**src/pcs_pkg.sv**
```systemverilog
// Purpose: Shared constants and types of the pin control block.
// Assumes: AXI4-Lite registers with 32-bit data and 12-bit byte addresses.
// Notes: Every register offset, field position and FUNC, DIR and OUT reset value used by the logic lives here.
package pcs_pkg;

  // ---------------------------------------------------------------
  // Bus geometry and answers
  // ---------------------------------------------------------------
  localparam int PCS_ADDR_W = 12;
  localparam int PCS_DATA_W = 32;
  localparam int PCS_STRB_W = 4;
  localparam logic [1:0] PCS_RESP_OKAY = 2'h0;
  localparam logic [1:0] PCS_RESP_SLVERR = 2'h2;

  // ---------------------------------------------------------------
  // Register offsets
  // ---------------------------------------------------------------
  localparam logic [PCS_ADDR_W-1:0] PCS_ADDR_FUNC = 12'h000;
  localparam logic [PCS_ADDR_W-1:0] PCS_ADDR_DIR = 12'h004;
  localparam logic [PCS_ADDR_W-1:0] PCS_ADDR_OUT = 12'h008;
  localparam logic [PCS_ADDR_W-1:0] PCS_ADDR_STAT = 12'h00C;

  // ---------------------------------------------------------------
  // Fields and reset values
  // ---------------------------------------------------------------
  localparam int PCS_NPINS = 3;
  localparam int PCS_FUNC_W = 4;
  localparam int PCS_FUNC_P0_LSB = 0;
  localparam int PCS_FUNC_P1_BIT = 2;
  localparam int PCS_FUNC_P2_BIT = 3;
  localparam logic [1:0] PCS_P0_GPIO = 2'h0;
  localparam logic [1:0] PCS_P0_AUDIO = 2'h1;
  localparam logic [1:0] PCS_P0_PASS = 2'h2;
  localparam logic [PCS_FUNC_W-1:0] PCS_FUNC_RST = 4'h0;
  localparam logic [PCS_NPINS-1:0] PCS_DIR_RST = 3'h7;
  localparam logic [PCS_NPINS-1:0] PCS_OUT_RST = 3'h0;
  localparam logic [PCS_NPINS-1:0] PCS_ALL_TRI = 3'h7;
  localparam int PCS_ST_GPIO_LSB = 0;
  localparam int PCS_ST_SELFTEST = 4;
  localparam int PCS_ST_CLK_INT = 5;
  localparam int PCS_ST_IRQ = 6;
  localparam int PCS_ST_POWERED = 7;

  // ---------------------------------------------------------------
  // Self-test clock select encoding and pin sampling
  // ---------------------------------------------------------------
  localparam logic PCS_CLK_PIXEL = 1'b0;
  localparam logic PCS_CLK_INTERNAL = 1'b1;
  localparam int PCS_SYNC_W = 6;
  localparam int PCS_SYNC_PD = 0;
  localparam int PCS_SYNC_STEN = 1;
  localparam int PCS_SYNC_STCS = 2;
  localparam int PCS_SYNC_GPIO = 3;
  localparam logic [PCS_SYNC_W-1:0] PCS_SYNC_RST = 6'h00;

  typedef enum logic {PCS_PWR_DOWN, PCS_PWR_ON} pcs_pwr_t;
  typedef enum logic [2:0] {PCS_REG_FUNC, PCS_REG_DIR, PCS_REG_OUT, PCS_REG_STAT,
                            PCS_REG_NONE} pcs_reg_t;

endpackage

```
**src/pcs_pins_if.sv**
```systemverilog
// Purpose: Carries the synchronised control and general pins to the core.
// Assumes: All signals are on aclk.
// Notes: Driven only by the pin sampler.
`timescale 1ns/10ps
interface pcs_pins_if;
  logic pd_n_s;
  logic st_en_s;
  logic st_cs_s;
  logic [2:0] gpio_in_s;
  modport sampler (output pd_n_s, output st_en_s, output st_cs_s, output gpio_in_s);
  modport core (input pd_n_s, input st_en_s, input st_cs_s, input gpio_in_s);
endinterface

```
**src/pcs_pin_sync.sv**
```systemverilog
// Purpose: Two-stage synchronisers for every pin that enters from outside.
// Assumes: Pins are asynchronous to aclk.
// Notes: All stages reset to zero, which reads as powered down.
`timescale 1ns/10ps
module pcs_pin_sync
  import pcs_pkg::*;
(
  input wire logic aclk,
  input wire logic aresetn,
  input wire logic power_down_n,
  input wire logic selftest_enable_pin,
  input wire logic selftest_clock_select,
  input wire logic [PCS_NPINS-1:0] general_io_i,
  pcs_pins_if.sampler pins
);

  logic [PCS_SYNC_W-1:0] raw;
  logic [PCS_SYNC_W-1:0] meta_ff;
  logic [PCS_SYNC_W-1:0] sync_ff;

  assign raw = {general_io_i, selftest_clock_select, selftest_enable_pin, power_down_n};

  // ---------------------------------------------------------------
  // Synchroniser stages
  // ---------------------------------------------------------------
  // A floating power-down pin settles low through the pad pulldown, and reset
  // leaves the chain low, so the core starts out powered down.
  for (genvar g = 0; g < PCS_SYNC_W; g++) begin : g_sync
    always_ff @(posedge aclk) begin
      if (!aresetn) begin
        meta_ff[g] <= PCS_SYNC_RST[g];
        sync_ff[g] <= PCS_SYNC_RST[g];
      end else begin
        meta_ff[g] <= raw[g];
        sync_ff[g] <= meta_ff[g];
      end
    end
  end

  assign pins.pd_n_s = sync_ff[PCS_SYNC_PD];
  assign pins.st_en_s = sync_ff[PCS_SYNC_STEN];
  assign pins.st_cs_s = sync_ff[PCS_SYNC_STCS];
  assign pins.gpio_in_s = sync_ff[PCS_SYNC_GPIO +: PCS_NPINS];
endmodule // pcs_pin_sync

```
**src/pcs_top.sv**
```systemverilog
// Purpose: Power-down, self-test select and general pin mux control.
// Assumes: Pins are asynchronous; alternate-function data comes from aclk logic.
// Notes: Registers sit on an AXI4-Lite slave; the power-down pin resets them.
// Notes on behaviour
// - Power-down pin high enables and resets everything.
// - Power-down pin low keeps device powered down.
// - Powered down: outputs tri-stated, PLL off.
// - Undriven power-down pin counts as powered down.
// - Self-test enable pin selects self-test mode.
// - Clock select: zero pixel, one internal.
// - Clock select ignored outside self-test mode.
// - Outside self-test, shared pin is interrupt input.
// - After reset general pins drive low.
// - Registers route pins to audio or pass.
`timescale 1ns/10ps
module pcs_top
  import pcs_pkg::*;
(
  input wire logic aclk,
  input wire logic aresetn,
  input wire logic [PCS_ADDR_W-1:0] s_axi_awaddr,
  input wire logic s_axi_awvalid,
  output logic s_axi_awready,
  input wire logic [PCS_DATA_W-1:0] s_axi_wdata,
  input wire logic [PCS_STRB_W-1:0] s_axi_wstrb,
  input wire logic s_axi_wvalid,
  output logic s_axi_wready,
  output logic [1:0] s_axi_bresp,
  output logic s_axi_bvalid,
  input wire logic s_axi_bready,
  input wire logic [PCS_ADDR_W-1:0] s_axi_araddr,
  input wire logic s_axi_arvalid,
  output logic s_axi_arready,
  output logic [PCS_DATA_W-1:0] s_axi_rdata,
  output logic [1:0] s_axi_rresp,
  output logic s_axi_rvalid,
  input wire logic s_axi_rready,
  input wire logic power_down_n,
  input wire logic selftest_enable_pin,
  input wire logic selftest_clock_select,
  input wire logic [PCS_NPINS-1:0] general_io_i,
  output logic [PCS_NPINS-1:0] general_io_o,
  output logic [PCS_NPINS-1:0] general_io_oe_n,
  input wire logic audio_serial_out,
  input wire logic audio_word_clock_out,
  input wire logic audio_data_lane_c,
  input wire logic selftest_pass,
  output logic device_enable,
  output logic pll_enable,
  output logic selftest_mode,
  output logic selftest_clock_internal,
  output logic external_interrupt_input
);

  pcs_pins_if pins ();

  pcs_pin_sync u_sync (
    .aclk(aclk),
    .aresetn(aresetn),
    .power_down_n(power_down_n),
    .selftest_enable_pin(selftest_enable_pin),
    .selftest_clock_select(selftest_clock_select),
    .general_io_i(general_io_i),
    .pins(pins)
  );

  // ---------------------------------------------------------------
  // Address decode
  // ---------------------------------------------------------------
  function automatic pcs_reg_t pcs_decode(input logic [PCS_ADDR_W-1:0] addr);
    pcs_reg_t kind;
    kind = PCS_REG_NONE;
    if (addr == PCS_ADDR_FUNC) kind = PCS_REG_FUNC;
    if (addr == PCS_ADDR_DIR) kind = PCS_REG_DIR;
    if (addr == PCS_ADDR_OUT) kind = PCS_REG_OUT;
    if (addr == PCS_ADDR_STAT) kind = PCS_REG_STAT;
    return kind;
  endfunction

  // ---------------------------------------------------------------
  // Internal state
  // ---------------------------------------------------------------
  logic reg_rst;
  logic [PCS_FUNC_W-1:0] func_ff;
  logic [PCS_NPINS-1:0] dir_ff;
  logic [PCS_NPINS-1:0] out_ff;
  pcs_pwr_t pwr_state_ff;
  logic aw_hold_ff;
  logic w_hold_ff;
  logic [PCS_ADDR_W-1:0] aw_addr_ff;
  logic [PCS_DATA_W-1:0] w_data_ff;
  logic w_byte0_ff;
  logic wr_fire;
  logic wr_ok;
  pcs_reg_t wr_kind;
  logic [PCS_DATA_W-1:0] nxt_rdata;
  logic [1:0] nxt_rresp;
  logic [PCS_NPINS-1:0] nxt_io_o;
  logic [PCS_NPINS-1:0] nxt_io_oe_n;

  // Registers stay at their defaults for as long as the pin holds the device down.
  assign reg_rst = !aresetn || !pins.pd_n_s;

  // ---------------------------------------------------------------
  // Power state
  // ---------------------------------------------------------------
  always_ff @(posedge aclk) begin
    if (!aresetn) begin
      pwr_state_ff <= PCS_PWR_DOWN;
      device_enable <= 1'b0;
      pll_enable <= 1'b0;
    end else begin
      unique case (pwr_state_ff)
        PCS_PWR_DOWN: begin
          if (pins.pd_n_s) begin
            pwr_state_ff <= PCS_PWR_ON;
            device_enable <= 1'b1;
            pll_enable <= 1'b1;
          end
        end
        PCS_PWR_ON: begin
          if (!pins.pd_n_s) begin
            pwr_state_ff <= PCS_PWR_DOWN;
            device_enable <= 1'b0;
            pll_enable <= 1'b0;
          end
        end
      endcase
    end
  end

  // ---------------------------------------------------------------
  // Self-test mode, clock select and interrupt routing
  // ---------------------------------------------------------------
  // The shared pin is only one wire, so while powered up exactly one of its two uses sees it.
  always_ff @(posedge aclk) begin
    if (reg_rst) begin
      selftest_mode <= 1'b0;
      selftest_clock_internal <= PCS_CLK_PIXEL;
      external_interrupt_input <= 1'b0;
    end else begin
      selftest_mode <= pins.st_en_s;
      if (pins.st_en_s) begin
        selftest_clock_internal <= pins.st_cs_s ? PCS_CLK_INTERNAL : PCS_CLK_PIXEL;
        external_interrupt_input <= 1'b0;
      end else begin
        selftest_clock_internal <= PCS_CLK_PIXEL;
        external_interrupt_input <= pins.st_cs_s;
      end
    end
  end

  // ---------------------------------------------------------------
  // Write channel
  // ---------------------------------------------------------------
  assign wr_fire = aw_hold_ff && w_hold_ff && !s_axi_bvalid;
  assign wr_kind = pcs_decode(aw_addr_ff);
  // Writes while powered down are refused; the registers are held in reset then.
  assign wr_ok = wr_fire && pins.pd_n_s && (wr_kind != PCS_REG_NONE) && w_byte0_ff;

  always_ff @(posedge aclk) begin
    if (!aresetn) begin
      s_axi_awready <= 1'b0;
      aw_hold_ff <= 1'b0;
      aw_addr_ff <= '0;
    end else begin
      if (s_axi_awvalid && s_axi_awready) begin
        s_axi_awready <= 1'b0;
        aw_hold_ff <= 1'b1;
        aw_addr_ff <= s_axi_awaddr;
      end else if (!aw_hold_ff) begin
        s_axi_awready <= 1'b1;
      end
      if (s_axi_bvalid && s_axi_bready) begin
        aw_hold_ff <= 1'b0;
      end
    end
  end

  always_ff @(posedge aclk) begin
    if (!aresetn) begin
      s_axi_wready <= 1'b0;
      w_hold_ff <= 1'b0;
      w_data_ff <= '0;
      w_byte0_ff <= 1'b0;
    end else begin
      if (s_axi_wvalid && s_axi_wready) begin
        s_axi_wready <= 1'b0;
        w_hold_ff <= 1'b1;
        w_data_ff <= s_axi_wdata;
        w_byte0_ff <= s_axi_wstrb[0];
      end else if (!w_hold_ff) begin
        s_axi_wready <= 1'b1;
      end
      if (s_axi_bvalid && s_axi_bready) begin
        w_hold_ff <= 1'b0;
      end
    end
  end

  always_ff @(posedge aclk) begin
    if (!aresetn) begin
      s_axi_bvalid <= 1'b0;
      s_axi_bresp <= PCS_RESP_OKAY;
    end else if (wr_fire) begin
      s_axi_bvalid <= 1'b1;
      if ((wr_kind == PCS_REG_NONE) || !pins.pd_n_s) begin
        s_axi_bresp <= PCS_RESP_SLVERR;
      end else begin
        s_axi_bresp <= PCS_RESP_OKAY;
      end
    end else if (s_axi_bready) begin
      s_axi_bvalid <= 1'b0;
    end
  end

  // ---------------------------------------------------------------
  // Pin function registers
  // ---------------------------------------------------------------
  always_ff @(posedge aclk) begin
    if (reg_rst) begin
      func_ff <= PCS_FUNC_RST;
      dir_ff <= PCS_DIR_RST;
      out_ff <= PCS_OUT_RST;
    end else if (wr_ok) begin
      unique case (wr_kind)
        PCS_REG_FUNC: func_ff <= w_data_ff[PCS_FUNC_W-1:0];
        PCS_REG_DIR: dir_ff <= w_data_ff[PCS_NPINS-1:0];
        PCS_REG_OUT: out_ff <= w_data_ff[PCS_NPINS-1:0];
        PCS_REG_STAT: ;
        PCS_REG_NONE: ;
      endcase
    end
  end

  // ---------------------------------------------------------------
  // Read channel
  // ---------------------------------------------------------------
  always_comb begin
    nxt_rdata = '0;
    nxt_rresp = PCS_RESP_OKAY;
    unique case (pcs_decode(s_axi_araddr))
      PCS_REG_FUNC: nxt_rdata[PCS_FUNC_W-1:0] = func_ff;
      PCS_REG_DIR: nxt_rdata[PCS_NPINS-1:0] = dir_ff;
      PCS_REG_OUT: nxt_rdata[PCS_NPINS-1:0] = out_ff;
      PCS_REG_STAT: begin
        nxt_rdata[PCS_ST_GPIO_LSB +: PCS_NPINS] = pins.gpio_in_s;
        nxt_rdata[PCS_ST_SELFTEST] = selftest_mode;
        nxt_rdata[PCS_ST_CLK_INT] = selftest_clock_internal;
        nxt_rdata[PCS_ST_IRQ] = external_interrupt_input;
        nxt_rdata[PCS_ST_POWERED] = (pwr_state_ff == PCS_PWR_ON);
      end
      PCS_REG_NONE: nxt_rresp = PCS_RESP_SLVERR;
    endcase
  end

  always_ff @(posedge aclk) begin
    if (!aresetn) begin
      s_axi_arready <= 1'b0;
      s_axi_rvalid <= 1'b0;
      s_axi_rdata <= '0;
      s_axi_rresp <= PCS_RESP_OKAY;
    end else if (s_axi_arvalid && s_axi_arready) begin
      s_axi_arready <= 1'b0;
      s_axi_rvalid <= 1'b1;
      s_axi_rdata <= nxt_rdata;
      s_axi_rresp <= nxt_rresp;
    end else begin
      if (s_axi_rvalid && s_axi_rready) begin
        s_axi_rvalid <= 1'b0;
      end
      if (!s_axi_rvalid) begin
        s_axi_arready <= 1'b1;
      end
    end
  end

  // ---------------------------------------------------------------
  // Pin mux
  // ---------------------------------------------------------------
  // Function code three on pin 0 is unassigned and falls back to general I/O.
  always_comb begin
    nxt_io_o = '0;
    nxt_io_oe_n = PCS_ALL_TRI;
    if (pins.pd_n_s) begin
      for (int i = 0; i < PCS_NPINS; i++) begin
        nxt_io_o[i] = out_ff[i];
        nxt_io_oe_n[i] = !dir_ff[i];
      end
      unique case (func_ff[PCS_FUNC_P0_LSB +: 2])
        PCS_P0_AUDIO: begin
          nxt_io_o[0] = audio_serial_out;
          nxt_io_oe_n[0] = 1'b0;
        end
        PCS_P0_PASS: begin
          nxt_io_o[0] = selftest_pass;
          nxt_io_oe_n[0] = 1'b0;
        end
        default: ;
      endcase
      if (func_ff[PCS_FUNC_P1_BIT]) begin
        nxt_io_o[1] = audio_word_clock_out;
        nxt_io_oe_n[1] = 1'b0;
      end
      if (func_ff[PCS_FUNC_P2_BIT]) begin
        nxt_io_o[2] = audio_data_lane_c;
        nxt_io_oe_n[2] = 1'b0;
      end
    end
  end

  always_ff @(posedge aclk) begin
    if (!aresetn) begin
      general_io_o <= '0;
      general_io_oe_n <= PCS_ALL_TRI;
    end else begin
      general_io_o <= nxt_io_o;
      general_io_oe_n <= nxt_io_oe_n;
    end
  end
endmodule // pcs_top

```
**config.mk**
```make
export PLATFORM = sky130hd
export DESIGN_NAME = pcs_top
export DESIGN_NICKNAME = d
export VERILOG_FILES = /design/src/pcs_pkg.sv /design/src/pcs_pins_if.sv /design/src/pcs_pin_sync.sv /design/src/pcs_top.sv
export SDC_FILE = /design/constraint.sdc
export NUM_CORES = 1
export LEC_CHECK = 0
export ABC_AREA = 1
export BUFFER_PORTS_ARGS = -buffer_cell sky130_fd_sc_hd__buf_2
export CORE_MARGIN = 5
export CORE_UTILIZATION = 46
export DETAILED_ROUTE_END_ITERATION = 7
export GPL_ROUTABILITY_DRIVEN = 0
export PLACE_DENSITY = 0.82
export SLEW_MARGIN = 15
export SYNTH_ARGS = -nofsm -noshare
export SYNTH_HDL_FRONTEND = slang
export SYNTH_SLANG_ARGS = --single-unit
export TNS_END_PERCENT = 100
```
**constraint.sdc**
```tcl
create_clock -name aclk -period 1.5 [get_ports aclk]
set_input_delay 0.3 -clock aclk [delete_from_list [all_inputs] [get_ports aclk]]
set_output_delay 0.3 -clock aclk [all_outputs]
set_load 0.01 [all_outputs]
```
==> summary.log <==
INFO  final_layout   utilization=55.3%
INFO  timing         worst_clock_skew=0.00795ns
INFO  clocking       clk_pin_slew_worst_paths=0.06ns
INFO  placement      hpwl=4660um
INFO  final_layout   area_growth=16.7%
INFO  clocking       cts_tree=built
INFO  yosys          ys_top_cells_by_area=dfxtp_1 (48%), buf_4 (7.5%), nand2_1 (7.3%)
INFO  critical_path  startpoint_type=flop
INFO  timing         timing.final.crit_share=86.3%
INFO  critical_path  crit_fanout=6
INFO  worst_hold_path hold_path.startpoint=selftest_clock_select
INFO  yosys          synth_area_leader_cell=dfxtp_1
INFO  global_route   antenna_found_initial=0
INFO  final_layout   antenna_cells_inserted=0
INFO  route          total_number_of_vias=2427
INFO  timing         max_freq=0.773GHz
INFO  critical_path  ff_to_ff_setup_slack=0.21ns
INFO  critical_path  critical-path-max-stage-delay=0.34ns
INFO  die            placement_rows=28
INFO  critical_path  critPathSlowestCell=dfxtp_1
INFO  critical_path  critical_path.cell_chain=inv_1 > nand3_2 > nor2_2 > nand3_2 > nor2_4 > nand2_4 > nand2_1 > nand2_1 > nor2_1
INFO  clocking       cts_max_path_buffers=2
INFO  placement      place.port_buffers=71
INFO  job            max_cap_violations=0
INFO  global_route   vias_in_the_first_global_route=2260
INFO  route          post_drt_wl_per_cell=11.6um
INFO  final_layout   layout_filler_cell_count=561
INFO  die            start_util=47.4%
INFO  yosys          yosysUniqueCellTypes=27
INFO  yosys          syn-instance-count=361
INFO  final_layout   number_of_nets_at_the_end_of_the_flow=514
INFO  route          number_of_iterations_in_the_first_detailed_routing_pass=4
INFO  yosys          synth.ff_latch_count=67
INFO  final_layout   final_cells=513
INFO  worst_hold_path holdPathStages=3
INFO  critical_path  endpoint=out_ff[2]
INFO  route          number_of_drc_violations_after_detailed_routing=0
INFO  global_route   grtUsageTotal=16.3%
INFO  clocking       cts_made_buffers=9
INFO  power          vdd_drop_max=0.560mV
INFO  clocking       postCtsSetupRepairBufs=0
INFO  yosys          synth.yosys.seq_area_share=47.8%
INFO  route          postRouteAntennaNets=0
INFO  timing         grt_setup_unrepaired=no
INFO  global_route   globalRouteOverflowTotal=0
INFO  clocking       cts_sinks=67
INFO  placement      placed_cells=499
INFO  clocking       clock_insertion_delay_worst_skew=0.33ns
INFO  power          leakage=1.63nW
INFO  route          wl=5970um
INFO  timing         setup-violations-final=0
INFO  critical_path  timing.rr.start=s_axi_bvalid
INFO  run_status     outcome=completed
INFO  clocking       clock-root-buffer=clkbuf_8
INFO  clocking       cts_resized=0
INFO  timing         maxSlewViolCount=0
INFO  timing         final_total_negative_setup_slack=0ns
INFO  clocking       h_tree_depth=3
INFO  worst_hold_path hold_path_class=in -> reg
INFO  critical_path  regToRegEndpoint=out_ff[2]
INFO  yosys          yosys_warnings=0
INFO  global_route   first_pass_grt_wire_length=9770um
INFO  critical_path  reg2reg_depth=9
INFO  placement      dp_slack=0.108ns
INFO  timing         final_count_of_hold_timing_violations=0
INFO  yosys          syn-cell-area=2810um^2
INFO  critical_path  critical_path_data_arrival_time=1.56ns
INFO  die            core_area=5920um^2
INFO  timing         period_minus_slack=1.29ns
INFO  die            die_x=88.1um
INFO  critical_path  timing.critical_path.required=1.77ns
INFO  die            area_of_the_die=7770um^2
INFO  critical_path  timing_worst_setup_path_type=reg -> reg
INFO  power          power_density=1040nW/um^2
INFO  critical_path  setup.worst_path.end_class=flop
INFO  yosys          post_synth.cell_area_avg=7.78um^2
INFO  global_route   pin_count_of_the_biggest_net_entering_global_routing=21
INFO  final_layout   drive_gt1_share=24.7%
INFO  clocking       cts_hold_buf=0
INFO  timing         setup_slack=0.206ns
INFO  yosys          synth.top_cell.area_share=47.8%
INFO  route          initialDrtViolationCount=141
INFO  die            chipHeight=88.1um
INFO  route          detail_route.vias_per_cell=4.73
INFO  critical_path  cp-startpoint=s_axi_bvalid
INFO  die            io-pin-count=129
INFO  power          finalPower=3.42mW
-- routing by layer --
| metal | routed length, um | part of all wire [%] | track usage, % |
|---|---|---|---|
| met3 | 529 | 8.9 | 3.76 |
| met2 | 2890 | 48 | 26.6 |
| met5 | 0 | 0 | 0 |
| met4 | 111 | 1.9 | 9.75 |
| met1 | 2450 | 41 | 19.5 |
-- worst min path at each step --
stage,to,slack [ns]
2_1_floorplan,u_sync.pins.gpio_in_s[0],0.39
3_3_place_gp,u_sync.pins.st_en_s,0.40
3_5_place_dp,u_sync.pins.st_cs_s,0.41
4_1_cts,u_sync.meta_ff[2],0.14
5_1_grt,u_sync.meta_ff[0],0.16
6_report,u_sync.meta_ff[2],0.15
-- synthesized netlist by cell type (all sizes together) --
master and number:
ha 2, inv 52, buf 31, a32o 1, nand2 56, o31ai 1
nor2 54, a221oi 1, o211a 1, clkbuf 6, nand4 8, a21oi 21
o21ai 27, o21a 1, nand3 24, dfxtp 67, conb 1, nor3 3
a22o 4
-- sequential cells by signal, summed over array words and instances (netlist names), 3 cells and up --
name,cells
aw_addr_ff,12
dir_ff,3
func_ff,4
general_io_o,3
general_io_oe_n,3
out_ff,3
s_axi_rdata,8
u_sync.meta_ff,6
u_sync.pins.gpio_in_s,3
w_data_ff,4
-- placed cells by master, fill, tap and decap left out, types with 5 or more instances in the layout --
cell type,instances
buf_2,71
inv_1,44
dfxtp_1,67
nor2_2,7
nand4_1,8
clkbuf_8,9
nand2_1,55
clkbuf_1,5
inv_2,8
a21oi_1,21
nand3_1,20
conb_1,26
o21ai_0,24
nor2_1,44
-- where the power goes --
part	internal (mW)	switching [mW]
Sequential	1.85	0.0423
Clock	0.585	0.585
Combinational	0.129	0.226
-- through the flow --
step | cell area (um^2) | hold slack, ns
global placement | 3130 | 0.398
finish | 3280 | 0.155
detailed placement | 3130 | 0.405
global route | 3280 | 0.159
floorplan | 2900 | 0.390
CTS | 3280 | 0.142
-- layout make-up --
type | instances | area [um^2] | share of cell area (%)
Timing Repair Buffer | 75 | 385 | 11.8
Multi-Input combinational cell | 230 | 1120 | 34.1
Clock buffer | 14 | 143 | 4.35
Tap cell | 75 | 93.8 | 2.86
Inverter | 52 | 195 | 5.96
Sequential cell | 67 | 1340 | 40.9
-- cells by family after synthesis --
family          Yosys count  share of synthesized area (%)
simple gates            145                           24.1
buf+inv                  89                           15.8
fa+ha+maj                 2                          0.891
compound gates           57                           11.4
other cells               1                          0.134
flops                    67                           47.8
-- worst max-delay path: cells and delay by family, from the launching register on --
kind | cells | cell delay [ns]
DFF | 1 | 0.34
buffers and inverters | 1 | 0.07
and+or+nand+nor | 8 | 0.82
Power figures use the tool's default switching activity.
